===== src/pdt_pkg.sv =====
// Package with register map, reset values, field layouts and timing constants
package pdt_pkg;
	// ==========================================================
	// Register offsets
	localparam logic [15:0] ADDR_BIT_PERIOD = 16'h1A07;
	localparam logic [15:0] ADDR_TURNAROUND = 16'h1A08;
	localparam logic [15:0] ADDR_TX_ABORT   = 16'h1A09;
	localparam logic [15:0] ADDR_AR_ABORT   = 16'h1A0A;
	localparam logic [15:0] ADDR_POWERUP    = 16'h1A0B;
	// ==========================================================
	// Reset values and writable masks
	localparam logic [7:0] RST_BIT_PERIOD = 8'h00;
	localparam logic [5:0] RST_TURNAROUND = 6'h15;
	localparam logic [7:0] RST_POWERUP    = 8'h00;
	localparam logic [7:0] MASK_TX_ABORT  = 8'hF7;
	localparam logic [7:0] MASK_AR_ABORT  = 8'h4A;
	// ==========================================================
	// Abort cause bit positions
	localparam int TXA_GO_DISABLED = 0;
	localparam int TXA_SW_ABORT    = 1;
	localparam int TXA_SW_BUSY     = 2;
	localparam int TXA_RETRY_BUSY  = 4;
	localparam int TXA_RETRY_RX    = 5;
	localparam int TXA_SW_RX       = 6;
	localparam int TXA_CRC_WAIT    = 7;
	localparam int ARA_SW_ABORT    = 1;
	localparam int ARA_BUSY        = 3;
	localparam int ARA_RX          = 6;
	// ==========================================================
	// Timing
	localparam int          CLK_PERIOD_NS = 10;
	localparam int          US_NS         = 1000;
	localparam int          US_CYCLES     = (US_NS + CLK_PERIOD_NS - 1) / CLK_PERIOD_NS;
	localparam logic [10:0] PU_EXTRA      = 11'h005;
	// ==========================================================
	// Transmit sequencer states and request sources
	typedef enum logic [4:0] {
		ST_IDLE = 5'h01,
		ST_TA   = 5'h02,
		ST_LINE = 5'h04,
		ST_PWR  = 5'h08,
		ST_SEND = 5'h10
	} pdt_state_t;
	typedef enum logic [1:0] {
		SRC_SW    = 2'h0,
		SRC_RETRY = 2'h1,
		SRC_AR    = 2'h2
	} pdt_src_t;
endpackage


===== src/pdt_abort_if.sv =====
// Interface between sequencer and one sticky abort cause register
`timescale 1ns/100ps
interface pdt_abort_if;
	logic [7:0] set;
	logic [7:0] clr;
	logic [7:0] val;
	modport log  (input set, input clr, output val);
	modport user (output set, output clr, input val);
endinterface


===== src/pdt_divider.sv =====
// Reloadable down counter giving one tick every reload plus one cycles
`timescale 1ns/100ps
module pdt_divider #(
	parameter int W = 8
) (
	input  wire logic         clk_sys_i,
	input  wire logic         reset_i,
	input  wire logic         en_i,
	input  wire logic [W-1:0] reload_i,
	output logic              tick_o
);
	generate
		if (W < 1 || W > 16) begin : g_bad_width
			$error("pdt_divider width out of range");
		end
	endgenerate

	typedef struct packed {
		logic [W-1:0] cnt;
	} pdt_div_t;

	pdt_div_t q, d;

	always_comb begin
		d = q;
		if (!en_i) begin
			d.cnt = reload_i;
		end else if (q.cnt == '0) begin
			d.cnt = reload_i;
		end else begin
			d.cnt = q.cnt - W'(1);
		end
	end

	assign tick_o = en_i && (q.cnt == '0);

	always_ff @(posedge clk_sys_i or posedge reset_i) begin
		if (reset_i) begin
			q <= '0;
		end else begin
			q <= d;
		end
	end
endmodule // pdt_divider


===== src/pdt_abort_log.sv =====
// Sticky write-one-to-clear abort cause register
`timescale 1ns/100ps
module pdt_abort_log #(
	parameter logic [7:0] MASK = 8'hFF
) (
	input  wire logic      clk_sys_i,
	input  wire logic      reset_i,
	pdt_abort_if.log       ab
);
	typedef struct packed {
		logic [7:0] val;
	} pdt_log_t;

	pdt_log_t   q, d;
	logic [7:0] kept;

	always_comb begin
		d    = q;
		kept = q.val & ~(ab.clr & MASK);
		if (kept == 8'h00) begin
			d.val = ab.set & MASK;
		end else begin
			d.val = kept;
		end
	end

	assign ab.val = q.val;

	always_ff @(posedge clk_sys_i or posedge reset_i) begin
		if (reset_i) begin
			q <= '0;
		end else begin
			q <= d;
		end
	end

	AST_STICKY_HOLD: assert property (@(posedge clk_sys_i) disable iff (reset_i)
		(q.val != 8'h00 && ab.clr == 8'h00) |=> q.val == $past(q.val))
		else $error("abort cause changed while held");
	AST_RESERVED_ZERO: assert property (@(posedge clk_sys_i) disable iff (reset_i)
		(q.val & ~MASK) == 8'h00)
		else $error("reserved abort bit set");
endmodule // pdt_abort_log


===== src/pdt_tx_timing.sv =====
// Transmit timing, turnaround, power-up hold-off and abort cause bookkeeping
`timescale 1ns/100ps
module pdt_tx_timing (
	input  wire logic        clk_sys_i,
	input  wire logic        reset_i,
	input  wire logic [15:0] reg_addr_i,
	input  wire logic        reg_wr_i,
	input  wire logic        reg_rd_i,
	input  wire logic [7:0]  reg_wdata_i,
	output logic      [7:0]  reg_rdata_o,
	input  wire logic        tx_en_i,
	input  wire logic        tx_go_i,
	input  wire logic        tx_retry_i,
	input  wire logic        tx_auto_rsp_i,
	input  wire logic        sw_abort_i,
	input  wire logic        rx_start_i,
	input  wire logic        line_busy_i,
	input  wire logic        crc_wait_err_i,
	input  wire logic        tx_done_i,
	output logic             bit_tick_o,
	output logic             tx_active_o,
	output logic             tx_power_en_o,
	output logic             tx_send_o,
	output logic             tx_abort_event_o,
	output logic             auto_response_abort_event_o
);
	// ==========================================================
	// State
	typedef struct packed {
		pdt_pkg::pdt_state_t st;
		pdt_pkg::pdt_src_t   src;
		logic [7:0]          bit_period_count;
		logic [5:0]          turnaround_time_us;
		logic [7:0]          powerup;
		logic [5:0]          ta_cnt;
		logic [10:0]         pu_cnt;
		logic [7:0]          rdata;
		logic                tx_evt;
		logic                ar_evt;
		logic [7:0]          gap;
		logic [10:0]         pwr_run;
		logic [5:0]          ta_ticks;
	} pdt_top_t;

	pdt_top_t   q, d;
	logic       us_tick;
	logic       bit_tick;
	logic [7:0] tx_set;
	logic [7:0] ar_set;
	logic [7:0] tx_clr;
	logic [7:0] ar_clr;
	logic       waiting;
	logic       do_abort;

	pdt_abort_if ab_tx ();
	pdt_abort_if ab_ar ();

	// ==========================================================
	// Timebases
	pdt_divider #(.W(8)) u_us_tick (
		.clk_sys_i (clk_sys_i),
		.reset_i   (reset_i),
		.en_i      (1'b1),
		.reload_i  (8'(pdt_pkg::US_CYCLES - 1)),
		.tick_o    (us_tick)
	);

	pdt_divider #(.W(8)) u_bit_timer (
		.clk_sys_i (clk_sys_i),
		.reset_i   (reset_i),
		.en_i      (q.st == pdt_pkg::ST_SEND),
		.reload_i  (q.bit_period_count),
		.tick_o    (bit_tick)
	);

	// ==========================================================
	// Abort cause registers
	pdt_abort_log #(.MASK(pdt_pkg::MASK_TX_ABORT)) u_tx_abort (
		.clk_sys_i (clk_sys_i),
		.reset_i   (reset_i),
		.ab        (ab_tx)
	);

	pdt_abort_log #(.MASK(pdt_pkg::MASK_AR_ABORT)) u_ar_abort (
		.clk_sys_i (clk_sys_i),
		.reset_i   (reset_i),
		.ab        (ab_ar)
	);

	assign ab_tx.set = tx_set;
	assign ab_tx.clr = tx_clr;
	assign ab_ar.set = ar_set;
	assign ab_ar.clr = ar_clr;

	// ==========================================================
	// Next state
	always_comb begin
		d          = q;
		d.tx_evt   = 1'b0;
		d.ar_evt   = 1'b0;
		tx_set     = 8'h00;
		ar_set     = 8'h00;
		tx_clr     = 8'h00;
		ar_clr     = 8'h00;
		do_abort   = 1'b0;
		waiting    = (q.st == pdt_pkg::ST_TA) || (q.st == pdt_pkg::ST_LINE);

		// Register writes
		if (reg_wr_i) begin
			case (reg_addr_i)
				pdt_pkg::ADDR_BIT_PERIOD: d.bit_period_count   = reg_wdata_i;
				pdt_pkg::ADDR_TURNAROUND: d.turnaround_time_us = reg_wdata_i[5:0];
				pdt_pkg::ADDR_TX_ABORT:   tx_clr               = reg_wdata_i;
				pdt_pkg::ADDR_AR_ABORT:   ar_clr               = reg_wdata_i;
				pdt_pkg::ADDR_POWERUP:    d.powerup            = reg_wdata_i;
				default:                  d.powerup            = q.powerup;
			endcase
		end

		// Register reads, one cycle latency
		if (reg_rd_i) begin
			case (reg_addr_i)
				pdt_pkg::ADDR_BIT_PERIOD: d.rdata = q.bit_period_count;
				pdt_pkg::ADDR_TURNAROUND: d.rdata = {2'h0, q.turnaround_time_us};
				pdt_pkg::ADDR_TX_ABORT:   d.rdata = ab_tx.val;
				pdt_pkg::ADDR_AR_ABORT:   d.rdata = ab_ar.val;
				pdt_pkg::ADDR_POWERUP:    d.rdata = q.powerup;
				default:                  d.rdata = 8'h00;
			endcase
		end

		// Sequencer
		case (q.st)
			pdt_pkg::ST_IDLE: begin
				if (tx_go_i && !tx_en_i) begin
					tx_set[pdt_pkg::TXA_GO_DISABLED] = 1'b1;
				end else if (tx_en_i && (tx_go_i || tx_retry_i || tx_auto_rsp_i)) begin
					d.st     = pdt_pkg::ST_TA;
					d.ta_cnt = q.turnaround_time_us;
					if (tx_go_i) begin
						d.src = pdt_pkg::SRC_SW;
					end else if (tx_retry_i) begin
						d.src = pdt_pkg::SRC_RETRY;
					end else begin
						d.src = pdt_pkg::SRC_AR;
					end
				end
			end
			pdt_pkg::ST_TA: begin
				if (us_tick) begin
					if (q.ta_cnt == 6'h01) begin
						d.st = pdt_pkg::ST_LINE;
					end else begin
						d.ta_cnt = q.ta_cnt - 6'h01;
					end
				end
			end
			pdt_pkg::ST_LINE: begin
				if (line_busy_i) begin
					do_abort = 1'b1;
					case (q.src)
						pdt_pkg::SRC_SW:    tx_set[pdt_pkg::TXA_SW_BUSY]    = 1'b1;
						pdt_pkg::SRC_RETRY: tx_set[pdt_pkg::TXA_RETRY_BUSY] = 1'b1;
						default:            ar_set[pdt_pkg::ARA_BUSY]       = 1'b1;
					endcase
				end else begin
					d.st     = pdt_pkg::ST_PWR;
					d.pu_cnt = {q.powerup, 3'h0} + pdt_pkg::PU_EXTRA;
				end
			end
			pdt_pkg::ST_PWR: begin
				if (q.pu_cnt == 11'h001) begin
					d.st = pdt_pkg::ST_SEND;
				end else begin
					d.pu_cnt = q.pu_cnt - 11'h001;
				end
			end
			pdt_pkg::ST_SEND: begin
				if (tx_done_i) begin
					d.st = pdt_pkg::ST_IDLE;
				end
			end
			default: begin
				d.st = pdt_pkg::ST_IDLE;
			end
		endcase

		// Reception during turnaround or line idle wait
		if (waiting && rx_start_i) begin
			do_abort = 1'b1;
			case (q.src)
				pdt_pkg::SRC_SW:    tx_set[pdt_pkg::TXA_SW_RX]    = 1'b1;
				pdt_pkg::SRC_RETRY: tx_set[pdt_pkg::TXA_RETRY_RX] = 1'b1;
				default:            ar_set[pdt_pkg::ARA_RX]       = 1'b1;
			endcase
		end

		// Software abort of an activity in progress
		if (sw_abort_i && q.st != pdt_pkg::ST_IDLE) begin
			do_abort = 1'b1;
			if (q.src == pdt_pkg::SRC_AR) begin
				ar_set[pdt_pkg::ARA_SW_ABORT] = 1'b1;
			end else begin
				tx_set[pdt_pkg::TXA_SW_ABORT] = 1'b1;
			end
		end

		// Protocol error while awaiting GoodCRC
		if (crc_wait_err_i) begin
			tx_set[pdt_pkg::TXA_CRC_WAIT] = 1'b1;
		end

		if (do_abort) begin
			d.st = pdt_pkg::ST_IDLE;
		end

		d.tx_evt = |tx_set;
		d.ar_evt = |ar_set;

		// Observation counters
		d.gap      = (q.st == pdt_pkg::ST_SEND && !bit_tick) ? q.gap + 8'h01 : 8'h00;
		d.pwr_run  = (q.st == pdt_pkg::ST_PWR) ? q.pwr_run + 11'h001 : 11'h000;
		d.ta_ticks = (q.st != pdt_pkg::ST_TA) ? 6'h00 :
			(us_tick ? q.ta_ticks + 6'h01 : q.ta_ticks);
	end

	// ==========================================================
	// Registers
	always_ff @(posedge clk_sys_i or posedge reset_i) begin
		if (reset_i) begin
			q                    <= '0;
			q.st                 <= pdt_pkg::ST_IDLE;
			q.src                <= pdt_pkg::SRC_SW;
			q.bit_period_count   <= pdt_pkg::RST_BIT_PERIOD;
			q.turnaround_time_us <= pdt_pkg::RST_TURNAROUND;
			q.powerup            <= pdt_pkg::RST_POWERUP;
		end else begin
			q <= d;
		end
	end

	// ==========================================================
	// Outputs
	assign reg_rdata_o                 = q.rdata;
	assign bit_tick_o                  = bit_tick;
	assign tx_active_o                 = (q.st != pdt_pkg::ST_IDLE);
	assign tx_power_en_o               = (q.st == pdt_pkg::ST_PWR) || (q.st == pdt_pkg::ST_SEND);
	assign tx_send_o                   = (q.st == pdt_pkg::ST_SEND);
	assign tx_abort_event_o            = q.tx_evt;
	assign auto_response_abort_event_o = q.ar_evt;

	// ==========================================================
	// Assertions
	AST_BIT_PERIOD: assert property (@(posedge clk_sys_i) disable iff (reset_i)
		(bit_tick && $stable(q.bit_period_count)) |-> q.gap == q.bit_period_count)
		else $error("bit period length wrong");

	AST_POWERUP_HOLD: assert property (@(posedge clk_sys_i) disable iff (reset_i)
		(q.st == pdt_pkg::ST_SEND && $past(q.st) == pdt_pkg::ST_PWR)
		|-> $past(q.pwr_run) == 11'({$past(q.powerup), 3'h0} + 11'h004))
		else $error("power-up hold-off length wrong");

	AST_TA_TICKS: assert property (@(posedge clk_sys_i) disable iff (reset_i)
		(q.st == pdt_pkg::ST_LINE && $past(q.st) == pdt_pkg::ST_TA)
		|-> 6'($past(q.ta_ticks) + 6'h01) == $past(q.turnaround_time_us))
		else $error("turnaround tick count wrong");

	AST_SW_BUSY: assert property (@(posedge clk_sys_i) disable iff (reset_i)
		(q.st == pdt_pkg::ST_LINE && line_busy_i && q.src == pdt_pkg::SRC_SW
			&& ab_tx.val == 8'h00)
		|=> ab_tx.val[pdt_pkg::TXA_SW_BUSY] && tx_abort_event_o
			&& q.st == pdt_pkg::ST_IDLE)
		else $error("software busy abort not recorded");

	AST_AR_BUSY: assert property (@(posedge clk_sys_i) disable iff (reset_i)
		(q.st == pdt_pkg::ST_LINE && line_busy_i && q.src == pdt_pkg::SRC_AR
			&& ab_ar.val == 8'h00)
		|=> ab_ar.val[pdt_pkg::ARA_BUSY] && auto_response_abort_event_o)
		else $error("auto-response busy abort not recorded");

	AST_RETRY_RX: assert property (@(posedge clk_sys_i) disable iff (reset_i)
		(waiting && rx_start_i && q.src == pdt_pkg::SRC_RETRY && ab_tx.val == 8'h00)
		|=> ab_tx.val[pdt_pkg::TXA_RETRY_RX] && !tx_active_o)
		else $error("retry reception abort not recorded");

	AST_GO_DISABLED: assert property (@(posedge clk_sys_i) disable iff (reset_i)
		(q.st == pdt_pkg::ST_IDLE && tx_go_i && !tx_en_i && ab_tx.val == 8'h00)
		|=> ab_tx.val[pdt_pkg::TXA_GO_DISABLED] && !tx_active_o)
		else $error("launch while disabled not recorded");

	AST_SW_ABORT: assert property (@(posedge clk_sys_i) disable iff (reset_i)
		(tx_active_o && sw_abort_i && q.src == pdt_pkg::SRC_SW && ab_tx.val == 8'h00)
		|=> ab_tx.val[pdt_pkg::TXA_SW_ABORT] && !tx_active_o)
		else $error("software abort not recorded");

	AST_EVENT_PAIR: assert property (@(posedge clk_sys_i) disable iff (reset_i)
		auto_response_abort_event_o |-> $past(q.src) == pdt_pkg::SRC_AR)
		else $error("auto-response event without auto response");

	AST_SW_RX: assert property (@(posedge clk_sys_i) disable iff (reset_i)
		(waiting && rx_start_i && q.src == pdt_pkg::SRC_SW && ab_tx.val == 8'h00)
		|=> ab_tx.val[pdt_pkg::TXA_SW_RX] && !tx_active_o)
		else $error("software reception abort not recorded");

	AST_RETRY_BUSY: assert property (@(posedge clk_sys_i) disable iff (reset_i)
		(q.st == pdt_pkg::ST_LINE && line_busy_i && q.src == pdt_pkg::SRC_RETRY
			&& ab_tx.val == 8'h00)
		|=> ab_tx.val[pdt_pkg::TXA_RETRY_BUSY] && tx_abort_event_o)
		else $error("retry busy abort not recorded");

	AST_AR_RX: assert property (@(posedge clk_sys_i) disable iff (reset_i)
		(waiting && rx_start_i && q.src == pdt_pkg::SRC_AR && ab_ar.val == 8'h00)
		|=> ab_ar.val[pdt_pkg::ARA_RX] && auto_response_abort_event_o)
		else $error("auto-response reception abort not recorded");

	AST_AR_SW_ABORT: assert property (@(posedge clk_sys_i) disable iff (reset_i)
		(tx_active_o && sw_abort_i && q.src == pdt_pkg::SRC_AR && ab_ar.val == 8'h00)
		|=> ab_ar.val[pdt_pkg::ARA_SW_ABORT] && !tx_active_o)
		else $error("auto-response software abort not recorded");

	AST_CRC_WAIT: assert property (@(posedge clk_sys_i) disable iff (reset_i)
		(crc_wait_err_i && ab_tx.val == 8'h00)
		|=> ab_tx.val[pdt_pkg::TXA_CRC_WAIT] && tx_abort_event_o)
		else $error("acknowledge wait abort not recorded");

	AST_TA_LOAD: assert property (@(posedge clk_sys_i) disable iff (reset_i)
		(q.st == pdt_pkg::ST_IDLE && tx_en_i && (tx_go_i || tx_retry_i || tx_auto_rsp_i))
		|=> q.st == pdt_pkg::ST_TA && q.ta_cnt == $past(q.turnaround_time_us))
		else $error("turnaround count not loaded");

	AST_TX_EVENT_PAIR: assert property (@(posedge clk_sys_i) disable iff (reset_i)
		(ab_tx.val != 8'h00 && $past(ab_tx.val) == 8'h00) |-> tx_abort_event_o)
		else $error("transmit cause set without event");
endmodule // pdt_tx_timing


===== config.mk =====
export PLATFORM = sky130hd
export DESIGN_NAME = pdt_tx_timing
export DESIGN_NICKNAME = d
export VERILOG_FILES = /design/src/pdt_pkg.sv /design/src/pdt_abort_if.sv /design/src/pdt_divider.sv /design/src/pdt_abort_log.sv /design/src/pdt_tx_timing.sv
export SDC_FILE = /design/constraint.sdc
export NUM_CORES = 1
export LEC_CHECK = 0
export BUFFER_PORTS_ARGS = -buffer_cell sky130_fd_sc_hd__buf_2
export CAP_MARGIN = 10
export CORE_MARGIN = 4
export CORE_UTILIZATION = 25
export DETAILED_ROUTE_END_ITERATION = 10
export HOLD_SLACK_MARGIN = 0.1
export SLEW_MARGIN = 20
export SYNTH_ARGS = -nofsm -noshare
export SYNTH_HDL_FRONTEND = slang
export SYNTH_SLANG_ARGS = --single-unit

===== constraint.sdc =====
create_clock -name clk_sys_i -period 3.4 [get_ports clk_sys_i]
set_input_delay 0.68 -clock clk_sys_i [delete_from_list [all_inputs] [get_ports clk_sys_i]]
set_output_delay 0.68 -clock clk_sys_i [all_outputs]
set_load 0.02 [all_outputs]

; After elaboration in Yosys (flattened, before gate mapping)
; Cells that the tools add are included.
[op_classes]
n_bitwise = 5
add_sub_neg = 5
n_mux = 51
n_reduce_logical = 27
n_eq_ne = 28
[op_table]
columns = cell, count
row1 = $eq 16x13->1 const B, 5
row2 = $mux 8, 7
row3 = $pmux 8 s5, 1
row4 = $logic_not 8->1, 4
row5 = $mux 5, 6
row6 = $mux 7, 4
row7 = $pmux 5 s5, 1
row8 = $mux 6, 4
row9 = $mux 11, 2
row10 = $pmux 11 s2, 1
row11 = $mux 1, 21
row12 = $and 8x8->8, 2
row13 = $sub 8x1->8 const B, 2
row14 = $ne 3x3->1 const B, 5
row15 = $pmux 6 s2, 1
row16 = $add 11x3->11 const B, 1
row17 = $eq 11x1->1 const B, 1
row18 = $sub 11x1->11 const B, 1
row19 = $ne 2x2->1 const B, 5
row20 = $not 7->8, 1
row21 = $not 8->8, 1
row22 = $reduce_and 7->1, 1
row23 = $reduce_or 7->1, 1
row24 = $eq 6x1->1 const B, 1
row25 = other kinds (23), 37
[totals]
ff_bits = 88
out_inout_bits = 14
in_bits = 37
elab_cells = 130

; Logic depth before layout (Yosys ltp)
[depth]
ltp_word = 7
mapped_depth = 8
ltp_nobuf = 7

; By module
; A second synthesis with hierarchy kept.
[unflattened]
hier_cells = 506
hier_area_um2 = 4883.4
[by_module_without_submodules]
columns = mod, cells_each, seq_area_each_um2, instances, area_each_um2
row1 = pdt_tx_timing, 353, 1406.3, 1, 3364.5
row2 = pdt_divider, 49, 200.2, 2, 475.5
row3 = pdt_abort_log at u_tx_abort, 33, 175.2, 1, 372.9
row4 = pdt_abort_log at u_ar_abort, 22, 75.1, 1, 195.2

; Worst setup path before layout
; OpenSTA, ideal clock, no wires.
[synth_timing]
path_kind = input to register
start = input reg_addr_i[5]
end = register u_ar_abort.q, in the netlist u_ar_abort.ab.val[1]
setup_slack_ps = 929
path_buffers = 1
setup_ps = 104
arrival_ps = 2368
stages = 5
t_required_ps = 3296
path_cell_list = or4b_1 or4_4 buf_2 o21a_1 o41ai_2
[synth_lines]
columns = item, line
row1 = from (decl), pdt_tx_timing.sv:6  ; input wire logic [15:0] reg_addr_i,
row2 = to (signal assigned), pdt_abort_log.sv:31  ; q <= '0;
row3 = to (signal assigned), pdt_abort_log.sv:33  ; q <= d;
row4 = to (decl), pdt_abort_log.sv:14  ; pdt_log_t q, d;

; Worst setup path after layout
[layout_timing]
start = register q[79] (netlist name)
end = output tx_active_o
[layout_between]
elab_chain_cells = 1
[layout_lines]
columns = item, line
row1 = from (decl), pdt_tx_timing.sv:45  ; pdt_top_t q, d;
row2 = $ne 5x1->1, pdt_tx_timing.sv:246  ; assign tx_active_o = (q.st != pdt_pkg::ST_IDLE);
row3 = to (decl), pdt_tx_timing.sv:21  ; output logic tx_active_o,
; Every way passes these cells.

==> metrics.txt <==
DIE AREA 0.02006 mm2; layout cell share with drive strength beyond 1 0.2047; CTS tree built; Residual DRC 0; RSZ-0062 raised after global routing no; hpwl dp 9077 um; Synth async-reset ratio 1.000; Clock power frac 0.333; arrival time worst endpoint 2070 ps; setup TNS 0 ps; status completed; WL/cell 15.93 um; Core Area 0.01742 mm2; post-CTS sizing 0; ANT cells 0; Overflow after GRT 0; Syn Area/Cell 9.771 um2; Clock Path Buffers 2; sw frac 0.3387; IO Pins 51; CTS root buf clkbuf_16; Post-CTS Setup Inserts 0; net count after synthesis 502; fin area 0.005244 mm2; Reg area 0.002057 mm2; Worst slew margin 0.5061; via count 3669; EDFF count, synth 0; pre-CTS setup slack 605.5 ps; die width 141.7 um; setup ws final 646.4 ps; Area after DPL 0.004936 mm2; Final Max Slew Viols 0; post-route clock period utilization 0.8099; P_sw 1.020 mW; flops & latches, synth 82; top_reg_cell synth dfrtp_1; Worst-Skew Late Latency 340 ps; synth-to-layout area growth 17.43%; Fmax 363.2 MHz; Internal Power 1.991 mW; Pre-Repair DR Iteration Count 4; post-layout min period 2754 ps; global-route wire length before repair 19020 um; Netlist cell types 66; Routability Congestion 0.8948; post-synthesis sequential area ratio 0.4606; Worst-Margin Slew 740.0 ps; Min Hold Slack 441.6 ps; Leak 2.295 nW; Worst setup EP type primary output; routed vias/inst 5.005; yosys warns 0; critical path class flip-flop to primary output; I/O Buffers 50; antenna-violating nets left 0; fillers 1814; Multi-input gate area 0.002177 mm2; CTS Hold Bufs 0; Core Rows 48; Starting Density 0.2564; H-Tree Level Count 3; Setup Skew 7.806 ps; Hold WC Path Type input port to asynchronous set/reset pin; worst-path maximum fanout 8; max_cap viols 0; largest net degree at the start of global routing 44; chip height 141.7 um; synthesized area 0.004466 mm2; vias in the first global route 3678; Hold Fails Final Rpt 0; TritonCTS Buffers 9; final setup vio count 0; Mapped Cells 457; Worst VDD drop 0.2821 mV; CTS Sinks 82; initial antenna violation count 0; Cell Pwr Density 574.3 mW/mm2; CTS clk-pin slew, worst paths 70 ps; drt initial violations 243; Seq pwr share 0.429; drt total wl 11680 um; Worst Setup Start Kind flip-flop; Worst EP required 2720 ps; # nets final 548; total track usage 0.1174; Comb pwr share 0.238
-- registers in the layout, indices dropped and copies added (netlist names) --
| signal | cells |
|---|---|
| q | 46 |
| reg_rdata_o | 8 |
| u_bit_timer.q | 8 |
| u_us_tick.q | 8 |
| u_tx_abort.ab.val | 7 |
| u_ar_abort.ab.val | 3 |
| auto_response_abort_event_o | 1 |
| tx_abort_event_o | 1 |
-- final cells by class --
| type | instances | area share |
|---|---|---|
| inverters | 31 | 0.02243 |
| well taps | 225 | 0.05369 |
| flip-flops and latches | 82 | 0.3923 |
| clock inverters | 7 | 0.01575 |
| repair buffers | 57 | 0.05774 |
| clock buffers | 9 | 0.04295 |
| multi-input cells | 322 | 0.4152 |
-- through the flow --
step | total power [mW] | util | std cells
2_1_floorplan | 1.807 | - | 457
3_3_place_gp | 1.999 | 0.2834 | 717
3_5_place_dp | 2.022 | 0.2834 | 717
4_1_cts | 3.033 | 0.3011 | 733
5_1_grt | 3.186 | 0.3011 | 733
6_report | 3.011 | 0.3011 | 733
-- cell usage after synthesis (3+ instances only) --
master	count	area, um2
o22ai_1	11	68.82
nor4b_1	3	26.28
buf_4	8	60.06
a22o_1	4	35.03
xor2_1	4	35.03
mux2i_1	6	60.06
and3_1	3	18.77
nand4_1	7	43.79
a221oi_1	8	70.07
ha_1	8	100.1
dfstp_2	4	105.1
a21oi_1	26	130.1
dfrtp_1	78	1952
o31ai_1	8	60.06
clkbuf_1	10	37.54
o21a_1	3	22.52
o21ai_1	5	25.02
nor3_1	17	85.08
nor4_1	6	37.54
a31oi_1	6	37.54
xnor2_1	6	52.55
o22a_1	6	52.55
nand4b_1	5	43.79
nand3_1	20	100.1
o21ai_0	16	80.08
nor2b_1	3	18.77
nand3b_1	4	30.03
nand2b_1	6	37.54
inv_1	30	112.6
mux2_1	5	56.30
nor3b_1	3	22.52
mux2_2	16	180.2
o211ai_1	6	45.04
nand2_1	32	120.1
nor2_1	27	101.4
or3_1	8	50.05
-- logic make-up (layout without fill, tap and decap cells) --
kind of cell,count (synthesis),in the layout,share of synthesized area
AO/OA/AOI/OAI,115,115,0.1740
XOR/XNOR,10,10,0.01961
adder cells (fa/ha/maj),8,8,0.02242
buffers and inverters,53,104,0.05184
flip-flops,82,82,0.4606
multiplexers,27,27,0.06640
AND/OR/NAND/NOR,162,162,0.2051
-- power by group through the flow --
stage	combinational, mW	sequential (mW)	clock (mW)
3_3_place_gp	0.700	1.30	0
3_5_place_dp	0.720	1.30	0
5_1_grt	0.815	1.31	1.06
2_1_floorplan	0.548	1.26	0
6_report	0.718	1.29	1.00
4_1_cts	0.723	1.29	1.02
-- critical path, cell delays in order, from the launching register on --
cell and delay, ps:
dfrtp_1 440, or3_1 470, nor3b_2 470, inv_2 160, buf_2 200
-- cell usage in the layout, fill, tap and decap left out, types with 4 or more instances in the layout --
master | netlist | routed
dfstp_2 | 4 | 4
inv_1 | 30 | 29
nor3_1 | 17 | 17
nand4b_1 | 5 | 5
buf_2 | 2 | 50
mux2_1 | 5 | 5
nor2_1 | 27 | 27
dfrtp_1 | 78 | 78
nand2b_1 | 6 | 6
nor4_1 | 6 | 6
xor2_1 | 4 | 4
nand3b_1 | 4 | 4
a221oi_1 | 8 | 8
a21oi_1 | 26 | 26
or3_1 | 8 | 8
o22ai_1 | 11 | 11
o22a_1 | 6 | 6
o211ai_1 | 6 | 6
a31oi_1 | 6 | 6
a22o_1 | 4 | 4
xnor2_1 | 6 | 6
nand3_1 | 20 | 20
mux2_2 | 16 | 16
nand2_1 | 32 | 32
o21ai_0 | 16 | 16
clkbuf_16 | 0 | 9
o31ai_1 | 8 | 8
o21ai_1 | 5 | 5
buf_4 | 8 | 7
nand4_1 | 7 | 7
mux2i_1 | 6 | 6
ha_1 | 8 | 8
-- per-layer routing --
metal	vias to the layer above	GRT usage	routed length [um]
met1	1785	0.1549	5445
met3	14	0.02224	440
li1	1794	-	-
met2	76	0.1940	5584
met5	-	0	0
met4	0	0.03889	205
-- path summary, 6_finish.rpt --
path                                      from  cells after the start  slack [ps]                    to
worst max-delay path                     q[79]                      4         650           tx_active_o
worst min-delay path                   reset_i                      2         440      u_bit_timer.q[3]
worst max register to register           q[79]                      5         880  u_tx_abort.ab.val[5]
worst min register to register  u_us_tick.q[0]                      1         470        u_us_tick.q[0]
max in group asynchronous              reset_i                      3        2160                 q[76]
min in group clk_sys_i          u_us_tick.q[0]                      1         470        u_us_tick.q[0]
No activity file was read; power rests on OpenSTA's default activity.
